--- src/tcpm_pkg.sv ---
package tcpm_pkg;
    // sources that may feed a first-stage lane in the digital crossbar
    localparam int unsigned NUM_XPIN = 6;
    localparam logic [2:0] XP_SER_RX = 3'h0;
    localparam logic [2:0] XP_SER_TX = 3'h1;
    localparam logic [2:0] XP_LS_FWD = 3'h2;
    localparam logic [2:0] XP_LS_RET = 3'h3;
    localparam logic [2:0] XP_GIO_A = 3'h4;
    localparam logic [2:0] XP_GIO_B = 3'h5;
    localparam int unsigned NUM_LANE = 3;
    // per-pin crossbar route: lane select and tx/rx leg
    localparam logic [2:0] XSEL_RST = 3'h0;
    localparam logic [1:0] LANE_NONE = 2'h3;
    // mux source codes for top/bottom pairs
    localparam logic [2:0] SRC_OFF = 3'h0;
    localparam logic [2:0] SRC_ROOT = 3'h1;
    localparam logic [2:0] SRC_ENDP = 3'h2;
    localparam logic [2:0] SRC_PRB1 = 3'h3;
    localparam logic [2:0] SRC_PRB3 = 3'h4;
    localparam logic [2:0] SRC_AUX = 3'h5;
    localparam logic [2:0] SRC_LANE = 3'h6;
    localparam logic [2:0] SRC_PROBE = 3'h7;
    // sideband sources
    localparam logic [1:0] SB_OFF = 2'h0;
    localparam logic [1:0] SB_LANE = 2'h1;
    localparam logic [1:0] SB_LSX = 2'h2;
    localparam logic [1:0] SB_ANALOG = 2'h3;
    localparam int unsigned NUM_PORT = 6;
    localparam logic [5:0] PORT_ZERO = 6'h00;
    typedef enum logic [2:0] {
        TCPM_ORIENT_UNKNOWN = 3'b001,
        TCPM_ORIENT_NORMAL = 3'b010,
        TCPM_ORIENT_REVERSE = 3'b100
    } tcpm_orient_t;
endpackage

--- src/tcpm_sync.sv ---
`timescale 1ns/1ps
`default_nettype none
module tcpm_sync #(
    parameter int unsigned W = 1
) (
    input wire logic clk_i,
    input wire logic rst_i,
    input wire logic [W-1:0] d_i,
    output logic [W-1:0] q_o
);
    logic [W-1:0] meta_r;
    always_ff @(posedge clk_i or posedge rst_i) begin
        if (rst_i) begin
            meta_r <= '0;
            q_o <= '0;
        end else begin
            meta_r <= d_i;
            q_o <= meta_r;
        end
    end
endmodule
`default_nettype wire

--- src/tcpm_top.sv ---
`timescale 1ns/1ps
`default_nettype none
// Overview of operation
// - cable power reaches one config-channel pin only, chosen by orientation, never both.
// - the unpowered config-channel pin is joined to the protocol modem path.
// - current-limit level selectable between two; limit engages above selected level.
// - top and bottom D+/D- pairs swap roles with cable orientation.
// - sideband pair swaps when reversed, passes straight when normal.
// - positive legs go to D+ or sideband one; negatives to D- or two.
// - top/bottom connections swap with orientation, and the sideband crossbar flips too.
// - lane0 top, lane1 bottom, lane2 sideband; tx first pin, rx second.
// - firmware maps serial pins and general pins onto any core lane.
// - each crossbar pin is individually an input or output.
// - after reset serial transmit pin copies serial receive pin.
// - serial and low-speed sideband paths have separate tri-state enables.
// - low-speed sideband pair can act as analog pass switches.
// - core-facing paths are sampled and driven only on clock edges.
// - enabled edge comparators raise an interrupt on input switching.
// - each port output has its own pull-up and pull-down selection.
// - clamp follows its pin's second-stage path: in step for sideband pins, one cycle late for top/bottom pins.
module tcpm_top
    import tcpm_pkg::*;
(
    input wire logic clk_i,
    input wire logic rst_i,
    input wire logic orient_valid_i,
    input wire logic orient_reverse_i,
    input wire logic cable_power_en_i,
    input wire logic cable_power_current_limit_sel_i,
    input wire logic cable_power_overcurrent_i,
    output logic cc_a_power_o,
    output logic cc_b_power_o,
    output logic cc_a_modem_o,
    output logic cc_b_modem_o,
    output logic limit_level_o,
    output logic limit_active_o,
    input wire logic [2:0] pair_src_i,
    input wire logic [1:0] sb_src_i,
    output logic [2:0] top_src_o,
    output logic [2:0] bottom_src_o,
    output logic [1:0] sb_mode_o,
    output logic sb_swap_o,
    input wire logic [NUM_XPIN-1:0] xpin_in_i,
    input wire logic [NUM_XPIN-1:0] xpin_dir_out_i,
    input wire logic [NUM_XPIN-1:0] xpin_oe_en_i,
    input wire logic [2*NUM_XPIN-1:0] xpin_lane_i,
    input wire logic xbar_cfg_valid_i,
    output logic [NUM_XPIN-1:0] xpin_out_o,
    output logic [NUM_XPIN-1:0] xpin_oe_o,
    input wire logic [NUM_LANE-1:0] lane_tx_i,
    output logic [NUM_LANE-1:0] lane_rx_o,
    output logic [NUM_LANE-1:0] lane_to_pin_o,
    input wire logic [NUM_LANE-1:0] lane_from_pin_i,
    input wire logic [NUM_PORT-1:0] port_in_i,
    input wire logic [NUM_PORT-1:0] cmp_en_i,
    output logic [NUM_PORT-1:0] edge_irq_o,
    input wire logic [NUM_PORT-1:0] pull_up_sel_i,
    input wire logic [NUM_PORT-1:0] pull_dn_sel_i,
    output logic [NUM_PORT-1:0] pull_up_o,
    output logic [NUM_PORT-1:0] pull_dn_o,
    output logic [NUM_PORT-1:0] clamp_en_o
);
    import tcpm_pkg::*;

    tcpm_orient_t orient_r;
    logic [NUM_XPIN-1:0] xin_s;
    logic [NUM_LANE-1:0] lin_s;
    logic [NUM_PORT-1:0] pin_s;
    logic [NUM_PORT-1:0] pin_d_r;
    logic [2:0] async_s;
    logic known;
    logic rev;
    logic [NUM_PORT-1:0] closed;

    // pin-domain inputs pass two flops before any logic reads them
    tcpm_sync #(.W(NUM_XPIN)) u_sx (
        .clk_i(clk_i),
        .rst_i(rst_i),
        .d_i(xpin_in_i),
        .q_o(xin_s)
    );
    tcpm_sync #(.W(NUM_LANE)) u_sl (
        .clk_i(clk_i),
        .rst_i(rst_i),
        .d_i(lane_from_pin_i),
        .q_o(lin_s)
    );
    tcpm_sync #(.W(NUM_PORT)) u_sp (
        .clk_i(clk_i),
        .rst_i(rst_i),
        .d_i(port_in_i),
        .q_o(pin_s)
    );
    // reverse travels with valid so the latched side never comes from a half-synced pair
    tcpm_sync #(.W(3)) u_so (
        .clk_i(clk_i),
        .rst_i(rst_i),
        .d_i({orient_reverse_i, cable_power_overcurrent_i, orient_valid_i}),
        .q_o(async_s)
    );

    // one-hot registered orientation state: unknown, normal or reverse
    always_ff @(posedge clk_i or posedge rst_i) begin
        if (rst_i) begin
            orient_r <= TCPM_ORIENT_UNKNOWN;
        end else if (!async_s[0]) begin
            orient_r <= TCPM_ORIENT_UNKNOWN;
        end else if (orient_r == TCPM_ORIENT_UNKNOWN) begin
            orient_r <= async_s[2] ? TCPM_ORIENT_REVERSE : TCPM_ORIENT_NORMAL;
        end
    end

    assign known = (orient_r != TCPM_ORIENT_UNKNOWN);
    assign rev = (orient_r == TCPM_ORIENT_REVERSE);

    // config-channel power and modem steering
    always_ff @(posedge clk_i or posedge rst_i) begin
        if (rst_i) begin
            cc_a_power_o <= 1'b0;
            cc_b_power_o <= 1'b0;
            cc_a_modem_o <= 1'b0;
            cc_b_modem_o <= 1'b0;
        end else begin
            cc_a_power_o <= known && cable_power_en_i && !rev;
            cc_b_power_o <= known && cable_power_en_i && rev;
            cc_a_modem_o <= known && rev;
            cc_b_modem_o <= known && !rev;
        end
    end

    always_ff @(posedge clk_i or posedge rst_i) begin
        if (rst_i) begin
            limit_level_o <= 1'b0;
            limit_active_o <= 1'b0;
        end else begin
            limit_level_o <= cable_power_current_limit_sel_i;
            limit_active_o <= async_s[1] && (cc_a_power_o || cc_b_power_o);
        end
    end

    function automatic logic [2:0] pair_legal(input logic [2:0] s);
        // lane codes are not legal from the pair select; lanes hard-wire per pair
        pair_legal = (s == SRC_LANE) ? SRC_OFF : s;
    endfunction

    // orientation swaps the selections: top takes the lane when reversed, bottom when normal; the other takes the pair select
    always_ff @(posedge clk_i or posedge rst_i) begin
        if (rst_i) begin
            top_src_o <= SRC_OFF;
            bottom_src_o <= SRC_OFF;
            sb_mode_o <= SB_OFF;
            sb_swap_o <= 1'b0;
        end else begin
            top_src_o <= known ? (rev ? SRC_LANE : pair_legal(pair_src_i)) : SRC_OFF;
            bottom_src_o <= known ? (rev ? pair_legal(pair_src_i) : SRC_LANE) : SRC_OFF;
            sb_mode_o <= known ? sb_src_i : SB_OFF;
            sb_swap_o <= known && rev;
        end
    end
    // root port and endpoint exist only in pair_legal codes, never on sideband

    // digital crossbar
    logic [NUM_LANE-1:0] lane_rx_nxt;
    always_comb begin
        lane_rx_nxt = '0;
        for (int p = 0; p < NUM_XPIN; p++) begin
            if (!xpin_dir_out_i[p] && xpin_lane_i[2*p +: 2] != LANE_NONE) begin
                lane_rx_nxt[xpin_lane_i[2*p +: 2]] = xin_s[p];
            end
        end
    end

    always_ff @(posedge clk_i or posedge rst_i) begin
        if (rst_i) begin
            lane_rx_o <= '0;
            lane_to_pin_o <= '0;
        end else begin
            lane_rx_o <= lane_rx_nxt;
            lane_to_pin_o <= known ? lane_tx_i : '0;
        end
    end

    genvar g;
    generate
        for (g = 0; g < NUM_XPIN; g++) begin : g_xp
            always_ff @(posedge clk_i or posedge rst_i) begin
                if (rst_i) begin
                    xpin_out_o[g] <= 1'b0;
                    xpin_oe_o[g] <= (g == XP_SER_TX);
                end else if (!xbar_cfg_valid_i) begin
                    xpin_out_o[g] <= (g == XP_SER_TX) ? xin_s[XP_SER_RX] : 1'b0;
                    xpin_oe_o[g] <= (g == XP_SER_TX);
                end else begin
                    xpin_out_o[g] <= (xpin_lane_i[2*g +: 2] == LANE_NONE) ? 1'b0
                        : lin_s[xpin_lane_i[2*g +: 2]];
                    xpin_oe_o[g] <= xpin_dir_out_i[g] && xpin_oe_en_i[g];
                end
            end
        end
    endgenerate

    // edge monitors, pulls and clamps
    always_ff @(posedge clk_i or posedge rst_i) begin
        if (rst_i) begin
            pin_d_r <= PORT_ZERO;
            edge_irq_o <= PORT_ZERO;
        end else begin
            pin_d_r <= pin_s;
            edge_irq_o <= cmp_en_i & (pin_s ^ pin_d_r);
        end
    end

    assign closed = known ? {sb_src_i != SB_OFF, sb_src_i != SB_OFF,
        {2{bottom_src_o != SRC_OFF}}, {2{top_src_o != SRC_OFF}}} : PORT_ZERO;

    always_ff @(posedge clk_i or posedge rst_i) begin
        if (rst_i) begin
            pull_up_o <= PORT_ZERO;
            pull_dn_o <= PORT_ZERO;
            clamp_en_o <= PORT_ZERO;
        end else begin
            pull_up_o <= pull_up_sel_i;
            pull_dn_o <= pull_dn_sel_i;
            clamp_en_o <= closed;
        end
    end

    a_cc_exclusive: assert property (@(posedge clk_i) disable iff (rst_i)
        !(cc_a_power_o && cc_b_power_o)) else $error("both cc pins powered");
    a_cc_modem_other: assert property (@(posedge clk_i) disable iff (rst_i)
        cc_a_power_o |-> cc_b_modem_o && !cc_a_modem_o) else $error("modem not on other pin");
    a_limit_follow: assert property (@(posedge clk_i) disable iff (rst_i)
        limit_level_o == $past(cable_power_current_limit_sel_i)) else $error("limit level stale");
    a_sb_swap: assert property (@(posedge clk_i) disable iff (rst_i)
        sb_swap_o |-> orient_r == TCPM_ORIENT_REVERSE) else $error("swap in normal orientation");
    a_no_early_path: assert property (@(posedge clk_i) disable iff (rst_i)
        orient_r == TCPM_ORIENT_UNKNOWN |=> !cc_a_power_o && !cc_b_power_o)
        else $error("power before orientation");
    a_edge_irq: assert property (@(posedge clk_i) disable iff (rst_i)
        |edge_irq_o |-> |$past(cmp_en_i)) else $error("irq from disabled comparator");
    a_bypass_default: assert property (@(posedge clk_i) disable iff (rst_i)
        !xbar_cfg_valid_i ##1 !xbar_cfg_valid_i |-> xpin_oe_o[XP_SER_TX]
        && xpin_out_o[XP_SER_TX] == $past(xin_s[XP_SER_RX])) else $error("bypass broken");
    a_clamp_closed: assert property (@(posedge clk_i) disable iff (rst_i)
        clamp_en_o == $past(closed)) else $error("clamp not tracking path");
    a_modem_b_side: assert property (@(posedge clk_i) disable iff (rst_i)
        cc_b_power_o |-> cc_a_modem_o && !cc_b_modem_o) else $error("modem not on pin a");
    a_limit_gate: assert property (@(posedge clk_i) disable iff (rst_i)
        limit_active_o |-> $past(cc_a_power_o || cc_b_power_o)) else $error("limit while unpowered");
    a_pair_off: assert property (@(posedge clk_i) disable iff (rst_i)
        !known |=> top_src_o == SRC_OFF && bottom_src_o == SRC_OFF) else $error("pair path early");
    a_pair_lane_one: assert property (@(posedge clk_i) disable iff (rst_i)
        known |=> (top_src_o == SRC_LANE) != (bottom_src_o == SRC_LANE))
        else $error("lane pair not unique");
    a_swap_normal: assert property (@(posedge clk_i) disable iff (rst_i)
        known && !rev |=> !sb_swap_o) else $error("swap while normal");
    a_sb_mode_off: assert property (@(posedge clk_i) disable iff (rst_i)
        !known |=> sb_mode_o == SB_OFF) else $error("sideband mode early");
    a_lane_gate: assert property (@(posedge clk_i) disable iff (rst_i)
        !known |=> lane_to_pin_o == '0) else $error("lane driven early");
    a_oe_config: assert property (@(posedge clk_i) disable iff (rst_i)
        xbar_cfg_valid_i |=> xpin_oe_o == $past(xpin_dir_out_i & xpin_oe_en_i))
        else $error("output enable wrong");
    a_pull_follow: assert property (@(posedge clk_i) disable iff (rst_i)
        pull_up_o == $past(pull_up_sel_i) && pull_dn_o == $past(pull_dn_sel_i))
        else $error("pull select stale");
    a_clamp_unknown: assert property (@(posedge clk_i) disable iff (rst_i)
        !known |=> clamp_en_o == PORT_ZERO) else $error("clamp before orientation");
endmodule
`default_nettype wire

--- config.mk ---
export PLATFORM = sky130hd
export DESIGN_NAME = tcpm_top
export DESIGN_NICKNAME = d
export VERILOG_FILES = /design/src/tcpm_pkg.sv /design/src/tcpm_sync.sv /design/src/tcpm_top.sv
export SDC_FILE = /design/constraint.sdc
export NUM_CORES = 1
export LEC_CHECK = 0
export BUFFER_PORTS_ARGS = -buffer_cell sky130_fd_sc_hd__buf_2
export CAP_MARGIN = 40
export CORE_AREA = 4 4 98 100
export DETAILED_ROUTE_END_ITERATION = 6
export DIE_AREA = 0 0 102 104
export PLACE_DENSITY = 0.65
export SYNTH_ARGS = -nofsm -noshare
export SYNTH_HDL_FRONTEND = slang
export SYNTH_SLANG_ARGS = --single-unit
--- constraint.sdc ---
create_clock -name clk_i -period 2.6 [get_ports clk_i]
set_input_delay 0 -clock clk_i [delete_from_list [all_inputs] [get_ports clk_i]]
set_output_delay 0 -clock clk_i [all_outputs]
set_load 0.02 [all_outputs]
* After elaboration in Yosys (flattened, before gate mapping) *
Cells that the tools add are included.

word-level totals
  output and inout bits = 57
  word-level logic and storage cells = 168
  register bits = 101
  bits of input ports = 73

operators by class
  equality and inequality tests = 17
  reduce and logical (&&, ||, !) cells = 35
  bitwise operators = 3
  order comparisons = 12
  multiplexer cells = 64

operators with widths
  kind                                                                                  number
  3-bit 2-to-1 mux                                                                      15
  1-bit 2-to-1 mux                                                                      30
  1-bit logical AND                                                                     24
  2-bit by 3-bit less-than comparator with 1-bit output (second input constant)         6
  3-bit bitwise mux                                                                     5
  2-bit inequality test (second input constant)                                         7
  1-bit binary-select mux with 2-bit select                                             6
  1-bit demux with 2-bit select                                                         6
  2-bit == test (second input constant)                                                 6
  2-bit by 1-bit greater-or-equal comparator with 1-bit output (second input constant)  6
  1-bit logical NOT                                                                     7
  6-bit AND                                                                             1
  3-bit == test (second input constant)                                                 2
  6-bit 2-to-1 mux                                                                      1
  3-bit nonzero test                                                                    2
  6-bit XOR                                                                             1
  3-bit AND                                                                             1
  3-bit by 1-bit == test with 1-bit output (second input constant)                      1
  3-bit by 1-bit inequality test with 1-bit output (second input constant)              1
  2-bit 2-to-1 mux                                                                      1
  2-bit nonzero test                                                                    1
  1-bit logical OR                                                                      1

* Logic depth before layout (Yosys ltp) *
Gate-level depths: netlist of run 1.

  depth in word-level cells = 16
  gate-level depth with buffers = 5
  mapped depth without buffers = 5

* Cells and area by module *
A second synthesis of run 1 with hierarchy kept.

second synthesis, totals
  cell total of the unflattened synthesis = 238
  area, all modules = 3325.7 µm²

by module, submodules not included
  module                 instances  sequential area each (µm²)  cells each  area an instance (µm²)
  tcpm_top               1          1554.0                      198         2409.8
  tcpm_sync at u_sp ...  2          300.3                       13          304.0
  tcpm_sync at u_sl ...  2          150.1                       7           153.9

* Worst setup path after synthesis of run 1 *
OpenSTA, ideal clock, no wires.

  path type = reg-to-reg
  start = register orient_r[0]
  end = register cc_a_power_o
  setup time = 0.119 ns
  cell stages (with the launch flop) = 5
  period minus slack after synthesis = 1.376 ns
  path slack = 1.224 ns
  buffers on the path = 1
  data required time = 2.481 ns
  arrival time = 1.257 ns
  cells stage by stage = dfstp_2 > nor3b_1 > buf_2 > nor2_1 > and2_1

on the way
  longest elaborated chain between the ends = 3
  elaborated cells between the ends (all ways) = 5
  those cells by class = eq/ne: 2; reduce/logical: 3

RTL lines
  element                                                                                   line                              text
  from (decl)                                                                               tcpm_top.sv:65                    tcpm_orient_t orient_r;
  from (signal assigned)                                                                    tcpm_top.sv:109                   orient_r <= async_s[2] ? TCPM_ORIENT_REVERSE : TCPM_ORIENT_NORMAL;
  3-bit by 1-bit inequality test with 1-bit output / 3-bit == test (equally long branches)  tcpm_top.sv:113, tcpm_top.sv:114
  1-bit logical AND / 1-bit logical NOT (equally long branches)                             tcpm_top.sv:124                   cc_a_power_o <= known && cable_power_en_i && !rev;
  1-bit logical AND (*)                                                                     tcpm_top.sv:124
  to (signal assigned)                                                                      tcpm_top.sv:124
  to (decl)                                                                                 tcpm_top.sv:31                    output logic cc_a_power_o,

Mark *: on every way between the ends. The rest lies on a longest branch, timed or not.
A chain may end at the register's enable or synchronous reset.

* Final worst setup path of run 1 *
  start = input port xpin_oe_en_i[1]
  end = register xpin_oe_o[1]

on the way
  longest elaborated chain between the ends = 2

RTL lines
  element                          line             text
  from (decl)                      tcpm_top.sv:45   input wire logic [NUM_XPIN-1:0] xpin_oe_en_i,
  1-bit logical AND                tcpm_top.sv:196  xpin_oe_o[g] <= xpin_dir_out_i[g] && xpin_oe_en_i[g];
  1-bit 2-to-1 mux                 tcpm_top.sv:190  end else if (!xbar_cfg_valid_i) begin
  to (signal, indexed assignment)  tcpm_top.sv:189  xpin_oe_o[g] <= (g == XP_SER_TX);
  to (signal, indexed assignment)  tcpm_top.sv:192  xpin_oe_o[g] <= (g == XP_SER_TX);
  to (signal, indexed assignment)  tcpm_top.sv:196
  to (decl)                        tcpm_top.sv:49   output logic [NUM_XPIN-1:0] xpin_oe_o,

No other way between the ends.

==> flow_metrics.tcl, run 1 <==
set metrics [dict create \
    final.setup.tns_ps 0 \
    yosysTopAreaCellShare_pct 72.6 \
    cts-root-buf "clkbuf_8" \
    ff_latch_area_um2 2450 \
    tritoncts "done" \
    crit_fanout 1 \
    multi_input_area_um2 787 \
    synth.largest_area_cell "dfrtp_1" \
    initial_core_util_pct 38.1 \
    syn-mean-instance-area_um2 14.1 \
    grt_pass1_wl_um 13200 \
    crit_path_frequent_cell "dlygate4sd3_1" \
    fin_crit_sh_pct 61.0 \
    rsz0062_at_grt "no" \
    min_to "xpin_out_o[2]" \
    final_common_cell "buf_2" \
    antenna_left 0 \
    start_kind "input port" \
    yosysUniqueCellTypes 40 \
    powerDensity_nw_per_um2 660 \
    clkSlewWorstSetupHoldPaths_ps 90 \
    hpwl_um 5480 \
    clk_path_buf_depth 2 \
    nNetsFinal 506 \
    cp_slowest_cell "dlygate4sd3_1" \
    grt.overflow.total 0 \
    routedWlPerCell_um 14.4 \
    maxCapViolations 0 \
    clkSinkCount 98 \
    leakagePower_nw 2.47 \
    antenna_found_initial 0 \
    core_um2 8680 \
    whs_path_depth 3 \
    synthArstFlopShare_pct 100 \
    vias 2537 \
    fmax_mhz 631 \
    instances_no_fill 546 \
    max_stage_delay_ps 560 \
    synth_area_leaders "dfrtp_1, and2_1, mux2i_1, dfstp_2, xor2_1" \
    power_w 0.00324 \
    worstMarginPinSlew_ps 787 \
    ys.flop_type "dfrtp_1" \
    setup_viol 0 \
    die_w_um 102 \
    relSlewSlack_pct 47.5 \
    drive_gt1_share_pct 34.9 \
    syn_area_um2 3310 \
    synth.yosys.seq_area_share_pct 74.1 \
    status "complete, no violations" \
    vdd_ir_drop_max_mv 0.336 \
    reg2reg_slack_ps 1060 \
    insertion_delay_ps 350 \
    ios 130 \
    syn_inst 234 \
    grt.total_usage_pct 15.7 \
    wl_um 7860 \
    critical_path_buf_inv_count 4 \
    numCtsBuffers 9 \
    die_h_um 104 \
    fin_crit_ps 1590 \
    portBuffers 129 \
    htreeDepth 3 \
    syn_to_final_growth_pct 48.5 \
    die_area_um2 10600 \
    synth_edf_count 0 \
    nFillCells 697 \
    num_antenna_cells 0 \
    dp.cells 469 \
    row_count 34 \
    whs_ps 42.0 \
    crit_chain "dlygate4sd3_1 > buf_2 > nand2_1 > dlygate4sd3_1 > nand2_1 > dlygate4sd3_1" \
    drc 0 \
    grt_max_degree 50 \
    hp-start "xpin_lane_i[5]" \
    syn_nets 307 \
    worst_setup_path_end_kind "flip-flop" \
    worstSetupPathType "in -> reg" \
    holdCritPathClass "in -> reg" \
    worstPathArrival_ps 1860 \
    final_cell_mix "buf_2, dfrtp_1, dlygate4sd3_1" \
    r2r-end "top_src_o[0]" \
    yosysWarnings 0 \
    grt_pass1_vias 2826 \
    rr_startpoint "orient_r[0]" \
    critPathTopFamily "buffers and inverters" \
    cp-startpoint "xpin_oe_en_i[1]" \
    ys_ff_latch 98 \
    rr_worst_depth 4 \
    critical_path_required_ps 2870 \
    hold_violations 0 \
    first_pass_iters 4 \
    skew_ps 15.4 \
    gp_congestion 0.784 \
    vias_per_cell 4.65 \
    drtIter0Drc 65 \
    drv_slew 0 \
]
[synth_stat cells (2+ instances only)]
cell	count
dfrtp_1	96
and2_1	13
nor2_1	13
nand2_1	11
o21ai_0	9
inv_1	8
and3_1	7
nor2b_1	7
nor3_1	7
mux2i_1	6
xor2_1	6
a21oi_1	4
buf_4	4
nor4_1	4
o21a_1	4
nand3b_1	3
o22ai_1	3
a31oi_1	2
dfstp_2	2
nand2b_1	2
nor3b_1	2
or3_1	2
or3b_1	2
[state kept, by name, indices dropped and copies added, names as in the netlist, 2 cells and up]
name,cells
u_sl.meta_r,3
lane_to_pin_o,3
pull_dn_o,6
pin_d_r,6
edge_irq_o,6
u_sp.q_o,6
sb_mode_o,2
u_sp.meta_r,6
lane_rx_o,3
u_sx.meta_r,6
bottom_src_o,3
xpin_oe_o,6
pull_up_o,6
orient_r,3
u_sl.q_o,3
top_src_o,3
u_so.q_o,3
clamp_en_o,3
u_sx.q_o,6
xpin_out_o,6
u_so.meta_r,3
[how the worst max path moves through the flow]
| stage | end | depth (start not counted) |
|---|---|---|
| finish | xpin_oe_o[1] | 6 |
| global route | top_src_o[0] | 4 |
| global placement | top_src_o[0] | 4 |
| detailed placement | top_src_o[0] | 4 |
| floorplan | bottom_src_o[0] | 1 |
| CTS | top_src_o[0] | 4 |
[routing by layer]
metal,share of wire (%),GRT usage [%]
met4,2.0,5.34
met3,8.9,5.57
met2,50,26.7
met1,39,18.2
met5,0,0
[final cells by class]
class	instances	share of cell area [%]
well taps	108	2.75
repair buffers	194	26.2
multi-input cells	122	16.0
clock inverters	5	1.81
inverters	8	0.636
flip-flops and latches	98	49.9
clock buffers	11	2.67
[kinds of logic (layout without fill, tap and decap cells)]
family                 Yosys count  after routing  share of synthesized area, %
AND/OR/NAND/NOR                 78             78                          13.1
buffers and inverters           14            218                          2.08
XOR/XNOR                         6              6                          1.59
flip-flops                      98             98                          74.1
AO/OA/AOI/OAI                   32             32                          7.26
multiplexers                     6              6                          1.81
[where the power goes]
| group | switching [W] | internal, W | leakage, nW |
|---|---|---|---|
| clock network | 0.000515 | 0.000555 | 0.110 |
| logic | 0.000273 | 0.000216 | 1.17 |
| registers | 0.0000505 | 0.00163 | 1.19 |
[stage by stage]
| stage | util, % | worst slack, ps | instance area [µm²] |
|---|---|---|---|
| 2_1_floorplan | - | 41.2 | 3310 |
| 3_3_place_gp | 47.1 | 1120 | 4080 |
| 6_report | 56.6 | 1010 | 4910 |
| 3_5_place_dp | 47.1 | 1060 | 4080 |
| 4_1_cts | 56.6 | 1030 | 4910 |
| 5_1_grt | 56.6 | 935 | 4910 |
[worst register-to-register path: cells and delay by family, from the launching register on]
| kind | cells | cell delay (ps) |
|---|---|---|
| buffers and inverters | 1 | 250 |
| flip-flops | 1 | 550 |
| AND/OR/NAND/NOR | 3 | 630 |
[repair_timing]
action,CTS,global route
gates resized for setup,0,0
hold buffers,61,0
hold endpoints to repair,108,0
buffers inserted,0,0
Power figures use the tool's default switching activity.
==> run 2, diff against run 1 <==
--- a/config.mk
+++ b/config.mk
@@ -10,7 +10,7 @@
 export CORE_AREA = 4 4 98 100
 export DETAILED_ROUTE_END_ITERATION = 6
 export DIE_AREA = 0 0 102 104
-export PLACE_DENSITY = 0.65
+export PLACE_DENSITY = 0.63
 export SYNTH_ARGS = -nofsm -noshare
 export SYNTH_HDL_FRONTEND = slang
 export SYNTH_SLANG_ARGS = --single-unit
==> constraint.sdc (replaced) <==
create_clock -name clk_i -period 1.59 [get_ports clk_i]
set_input_delay 0 -clock clk_i [delete_from_list [all_inputs] [get_ports clk_i]]
set_output_delay 0 -clock clk_i [all_outputs]
set_load 0.02 [all_outputs]
==> flow_metrics.tcl, run 2 (same netlist as run 1, synthesis figures left out) <==
set metrics [dict create \
    use_met3_pct 4.96 \
    maxCapViolations 0 \
    worstMarginPinSlew_ps 526 \
    die_w_um 102 \
    multi_input_area_um2 787 \
    grt.total_usage_pct 15.5 \
    num_antenna_cells 0 \
    critical_path_required_ps 1840 \
    syn_to_final_growth_pct 48.7 \
    hpwl_um 5250 \
    rr_startpoint "orient_r[0]" \
    rr_worst_depth 4 \
    initial_core_util_pct 38.1 \
    hold_violations 0 \
    core_um2 8680 \
    fin_crit_ps 1380 \
    row_count 34 \
    powerDensity_nw_per_um2 1070 \
    gp_congestion 0.810 \
    reg2reg_slack_ps 210 \
    use_met1_pct 18.1 \
    leakagePower_nw 2.47 \
    wl_um 7680 \
    die_area_um2 10600 \
    drc 0 \
    met2_usage_pct 26.2 \
    htreeDepth 3 \
    whs_path_depth 3 \
    drive_gt1_share_pct 35.4 \
    cts-root-buf "clkbuf_8" \
    die_h_um 104 \
    skew_ps 6.83 \
    numCtsBuffers 9 \
    fin_crit_sh_pct 86.6 \
    ctsResizeCount 0 \
    holdCritPathClass "in -> reg" \
    final_cell_mix "buf_2, dfrtp_1, dlygate4sd3_1" \
    insertion_delay_ps 360 \
    first_pass_iters 4 \
    grt.overflow.total 0 \
    tritoncts "done" \
    final_common_cell "buf_2" \
    clkSlewWorstSetupHoldPaths_ps 100 \
    final.setup.tns_ps 0 \
    busiest_layer "met2" \
    start_kind "flip-flop" \
    vias 2508 \
    rsz0062_at_grt "no" \
    hp-start "xpin_dir_out_i[5]" \
    worstPathArrival_ps 1620 \
    ios 130 \
    clkSinkCount 98 \
    setup_viol 0 \
    ff_latch_area_um2 2450 \
    fmax_mhz 726 \
    worst_setup_path_end_kind "flip-flop" \
    portBuffers 129 \
    vias_per_cell 4.59 \
    antenna_found_initial 0 \
    clk_path_buf_depth 2 \
    relSlewSlack_pct 64.9 \
    nNetsFinal 506 \
    drtIter0Drc 63 \
    vdd_ir_drop_max_mv 0.522 \
    drv_slew 0 \
    nFillCells 744 \
    worstSetupPathType "reg -> reg" \
    post-cts-setup-buffer-count 0 \
    r2r-end "clamp_en_o[4]" \
    whs_ps 17.6 \
    grt_pass1_vias 2777 \
    antenna_left 0 \
    grt_max_degree 56 \
    min_to "lane_rx_o[0]" \
    routedWlPerCell_um 14.1 \
    crit_fanout 4 \
    status "complete, no violations" \
    grt_pass1_wl_um 12900 \
]
run 2: cell types whose count changed in the layout (fill, tap and decap cells not counted), sizes merged:
cell,previous run,this run
clkinvlp,0,1
clkinv,2,0
inv,9,12
bufinv,2,1
clkbuf,11,10
run 2: area by class of cell:
| type | count | area share (%) |
|---|---|---|
| clock buffers | 10 | 2.80 |
| inverters | 8 | 0.686 |
| well taps | 108 | 2.74 |
| multi-input cells | 122 | 16.0 |
| flip-flops and latches | 98 | 49.9 |
| repair buffers | 194 | 26.4 |
| clock inverters | 6 | 1.55 |
run 2: critical path: stages, from the launching register on:
cell     delay [ps]
dfstp_2         560
nor3b_1         270
buf_4           180
nor2b_1          50
or2_1           220
run 2: power breakdown:
| group | switching, W | total [W] | internal (W) |
|---|---|---|---|
| Sequential | 0.0000806 | 0.00275 | 0.00267 |
| Combinational | 0.000445 | 0.000806 | 0.000361 |
| Clock | 0.000904 | 0.00171 | 0.000805 |
run 2: how the worst max path moves through the flow:
stage | to | start | slack, ps
after floorplan | cc_a_power_o | orient_r[0] | 210
after CTS | xpin_oe_o[1] | xpin_oe_en_i[1] | 70
final | clamp_en_o[4] | orient_r[0] | 210
after global routing | cc_a_power_o | orient_r[0] | 110
after global placement | top_src_o[0] | orient_r[0] | 280
after detailed placement | clamp_en_o[4] | orient_r[0] | 220
run 2: timing repair:
action | in CTS | in global routing
setup endpoints to repair | 0 | 1
endpoints found under the hold margin | 160 | 0
hold buffers | 62 | 0
run 2: metal layers:
| layer | up-vias | wire [µm] |
|---|---|---|
| li1 | 1194 | - |
| met4 | 0 | 178 |
| met5 | - | 0 |
| met2 | 109 | 3840 |
| met3 | 16 | 649 |
| met1 | 1189 | 3010 |
run 2: per-stage QoR:
stage          cell area, µm²  util (%)  instances  setup slack, ps  power [W]
2_1_floorplan            3310         -        234              214    0.00319
4_1_cts                  4930      56.8        547             67.4    0.00534
3_3_place_gp             4100      47.2        469              282    0.00348
5_1_grt                  4920      56.7        546              109    0.00555
3_5_place_dp             4100      47.2        469              219    0.00350
6_report                 4920      56.7        546              213    0.00526
==> run 3, diff against run 2 <==
--- a/config.mk
+++ b/config.mk
@@ -5,6 +5,7 @@
 export SDC_FILE = /design/constraint.sdc
 export NUM_CORES = 1
 export LEC_CHECK = 0
+export ABC_AREA = 1
 export BUFFER_PORTS_ARGS = -buffer_cell sky130_fd_sc_hd__buf_2
 export CAP_MARGIN = 40
 export CORE_AREA = 4 4 98 100
==> flow_metrics.tcl, run 3 <==
set metrics [dict create \
    initial_core_util_pct 38.7 \
    synthArstFlopShare_pct 100 \
    worstPathArrival_ps 1840 \
    antenna_found_initial 0 \
    num_antenna_cells 0 \
    die_h_um 104 \
    final_area_um2 5020 \
    first_pass_iters 4 \
    p_switching_w 0.00146 \
    synth.largest_area_cell "dfrtp_1" \
    cts-root-buf "clkbuf_8" \
    leakagePower_nw 2.71 \
    hp-start "xpin_lane_i[9]" \
    synth_edf_count 0 \
    nNetsFinal 583 \
    grt.overflow.total 0 \
    vias 2730 \
    dpl_cell_area_um2 4120 \
    syn_inst 306 \
    grt_pass1_vias 2849 \
    hold_violations 0 \
    synth_common_cells "dfrtp_1, nand2_1, inv_1, nor2_1, nand3_1" \
    multi_input_area_um2 682 \
    syn-mean-instance-area_um2 11.0 \
    routedWlPerCell_um 12.6 \
    worstMarginPinSlew_ps 460 \
    yosysUniqueCellTypes 25 \
    start_kind "input port" \
    vias_per_cell 4.38 \
    status "complete, no violations" \
    ys.flop_type "dfrtp_1" \
    setup_viol 0 \
    post-cts-setup-buffer-count 0 \
    crit_fanout 1 \
    grt.total_usage_pct 15.7 \
    swShare_pct 27.4 \
    clockPowerShare_pct 31.0 \
    final.setup.tns_ps 0 \
    htreeDepth 3 \
    critical_path_required_ps 1870 \
    worstSetupPathType "in -> reg" \
    p_int_w 0.00387 \
    syn_area_um2 3360 \
    relSlewSlack_pct 69.3 \
    cp-startpoint "xpin_oe_en_i[1]" \
    layout_setup_ws_ps 35.2 \
    synth_area_leaders "dfrtp_1, nand2_1, inv_1, nor2_1, nand3_1" \
    rr_startpoint "u_sl.q_o[1]" \
    syn_to_final_growth_pct 49.5 \
    die_w_um 102 \
    fmax_mhz 643 \
    drtIter0Drc 60 \
    drive_gt1_share_pct 30.3 \
    fin_crit_ps 1550 \
    final_common_cell "buf_2" \
    core_um2 8680 \
    ys_ff_latch 98 \
    final_cell_mix "buf_2, dfrtp_1, nand2_1, dlygate4sd3_1, inv_1" \
    synth_xor_area_share_pct 0 \
    grt_max_degree 90 \
    clkSinkCount 98 \
    grt_pass1_wl_um 13200 \
    powerDensity_nw_per_um2 1060 \
    insertion_delay_ps 350 \
    postCtsHoldBufs 69 \
    row_count 34 \
    synth.yosys.seq_area_share_pct 73.1 \
    maxCapViolations 0 \
    synth-simple-area-share_pct 16.3 \
    clk_path_buf_depth 2 \
    wl_um 7830 \
    syn_nets 379 \
    yosysWarnings 0 \
    hpwl_um 5270 \
    power.share.sequential_pct 52.1 \
    die_area_um2 10600 \
    pwr-share-comb_pct 16.9 \
    holdCritPathClass "in -> reg" \
    rsz0062_at_grt "no" \
    instances_no_fill 623 \
    reg2reg_slack_ps 160 \
    worst_setup_path_end_kind "flip-flop" \
    ios 130 \
    yosysMostFrequentCell "dfrtp_1" \
    antenna_left 0 \
    clkSlewWorstSetupHoldPaths_ps 90 \
    synthMuxAreaShare_pct 0 \
    drv_slew 0 \
    drc 0 \
    numCtsBuffers 9 \
    vdd_ir_drop_max_mv 0.620 \
    dp_slack_ps 357 \
    fin_crit_sh_pct 97.8 \
    synth_fa_ha_area_share_pct 0 \
    yosysTopAreaCellShare_pct 71.5 \
    portBuffers 129 \
    gp_congestion 0.746 \
    skew_ps 5.93 \
    nFillCells 739 \
    synth_top_family_by_area "simple AND/OR/NAND/NOR gates" \
    ctsResizeCount 0 \
    tritoncts "done" \
    ff_latch_area_um2 2450 \
    dp.cells 538 \
    synth_compound_area_share_pct 4.02 \
]
==> run 3: cell types whose count changed after synthesis, moves of 4 or more <==
cell	change
mux2i_1	-6
nor4_1	-4
nor2_1	+27
nand3_1	+15
xor2_1	-6
and2_1	-13
nor2b_1	-7
inv_1	+37
and3_1	-7
nand2_1	+58
==> run 3: final cells by class <==
type / count / area share (%)
flip-flops and latches: 98 / 48.9
multi-input cells: 155 / 13.6
well taps: 108 / 2.69
inverters: 47 / 3.59
repair buffers: 199 / 27.0
clock inverters: 5 / 1.20
clock buffers: 11 / 3.02
==> run 3: worst paths after layout <==
path / to / depth (start not counted)
worst max register to register: xpin_out_o[5] / 5
worst min-delay path: xpin_out_o[4] / 4
worst max-delay path: xpin_oe_o[1] / 6
min in group asynchronous: pull_dn_o[4] / 3
max in group asynchronous: orient_r[0] / 4
worst min register to register: u_sx.q_o[4] / 0
==> run 3: metrics by stage <==
step	utilization, %	hold WS, ps	power [W]
2_1_floorplan	-	31.4	0.00330
3_3_place_gp	47.4	-52.8	0.00358
3_5_place_dp	47.4	-45.4	0.00361
4_1_cts	57.8	0.463	0.00541
5_1_grt	57.8	20.8	0.00562
6_report	57.8	36.4	0.00533
==> run 3: critical path, stage by stage <==
cell           delay [ps]
dlygate4sd3_1         530
buf_2                 120
nand2_1                60
dlygate4sd3_1         540
nand2_1                40
dlygate4sd3_1         550
==> run 3: cell families after synthesis <==
family | after synthesis
simple gates | 134
buf+inv | 53
flops | 98
compound gates | 21
==> run 3: routing by layer <==
metal	share of wire, %	global-route usage, %
met5	0	0
met4	0.79	4.31
met3	9.4	6.24
met2	51	26.4
met1	39	18.4
==> run 3: power by group through the flow <==
| stage | sequential (W) | clock [W] | combinational [W] |
|---|---|---|---|
| after floorplan | 0.00298 | 0 | 0.000316 |
| after global placement | 0.00282 | 0 | 0.000763 |
| after detailed placement | 0.00283 | 0 | 0.000778 |
| after CTS | 0.00278 | 0.00172 | 0.000911 |
| after global routing | 0.00280 | 0.00182 | 0.00100 |
| final | 0.00278 | 0.00165 | 0.000901 |
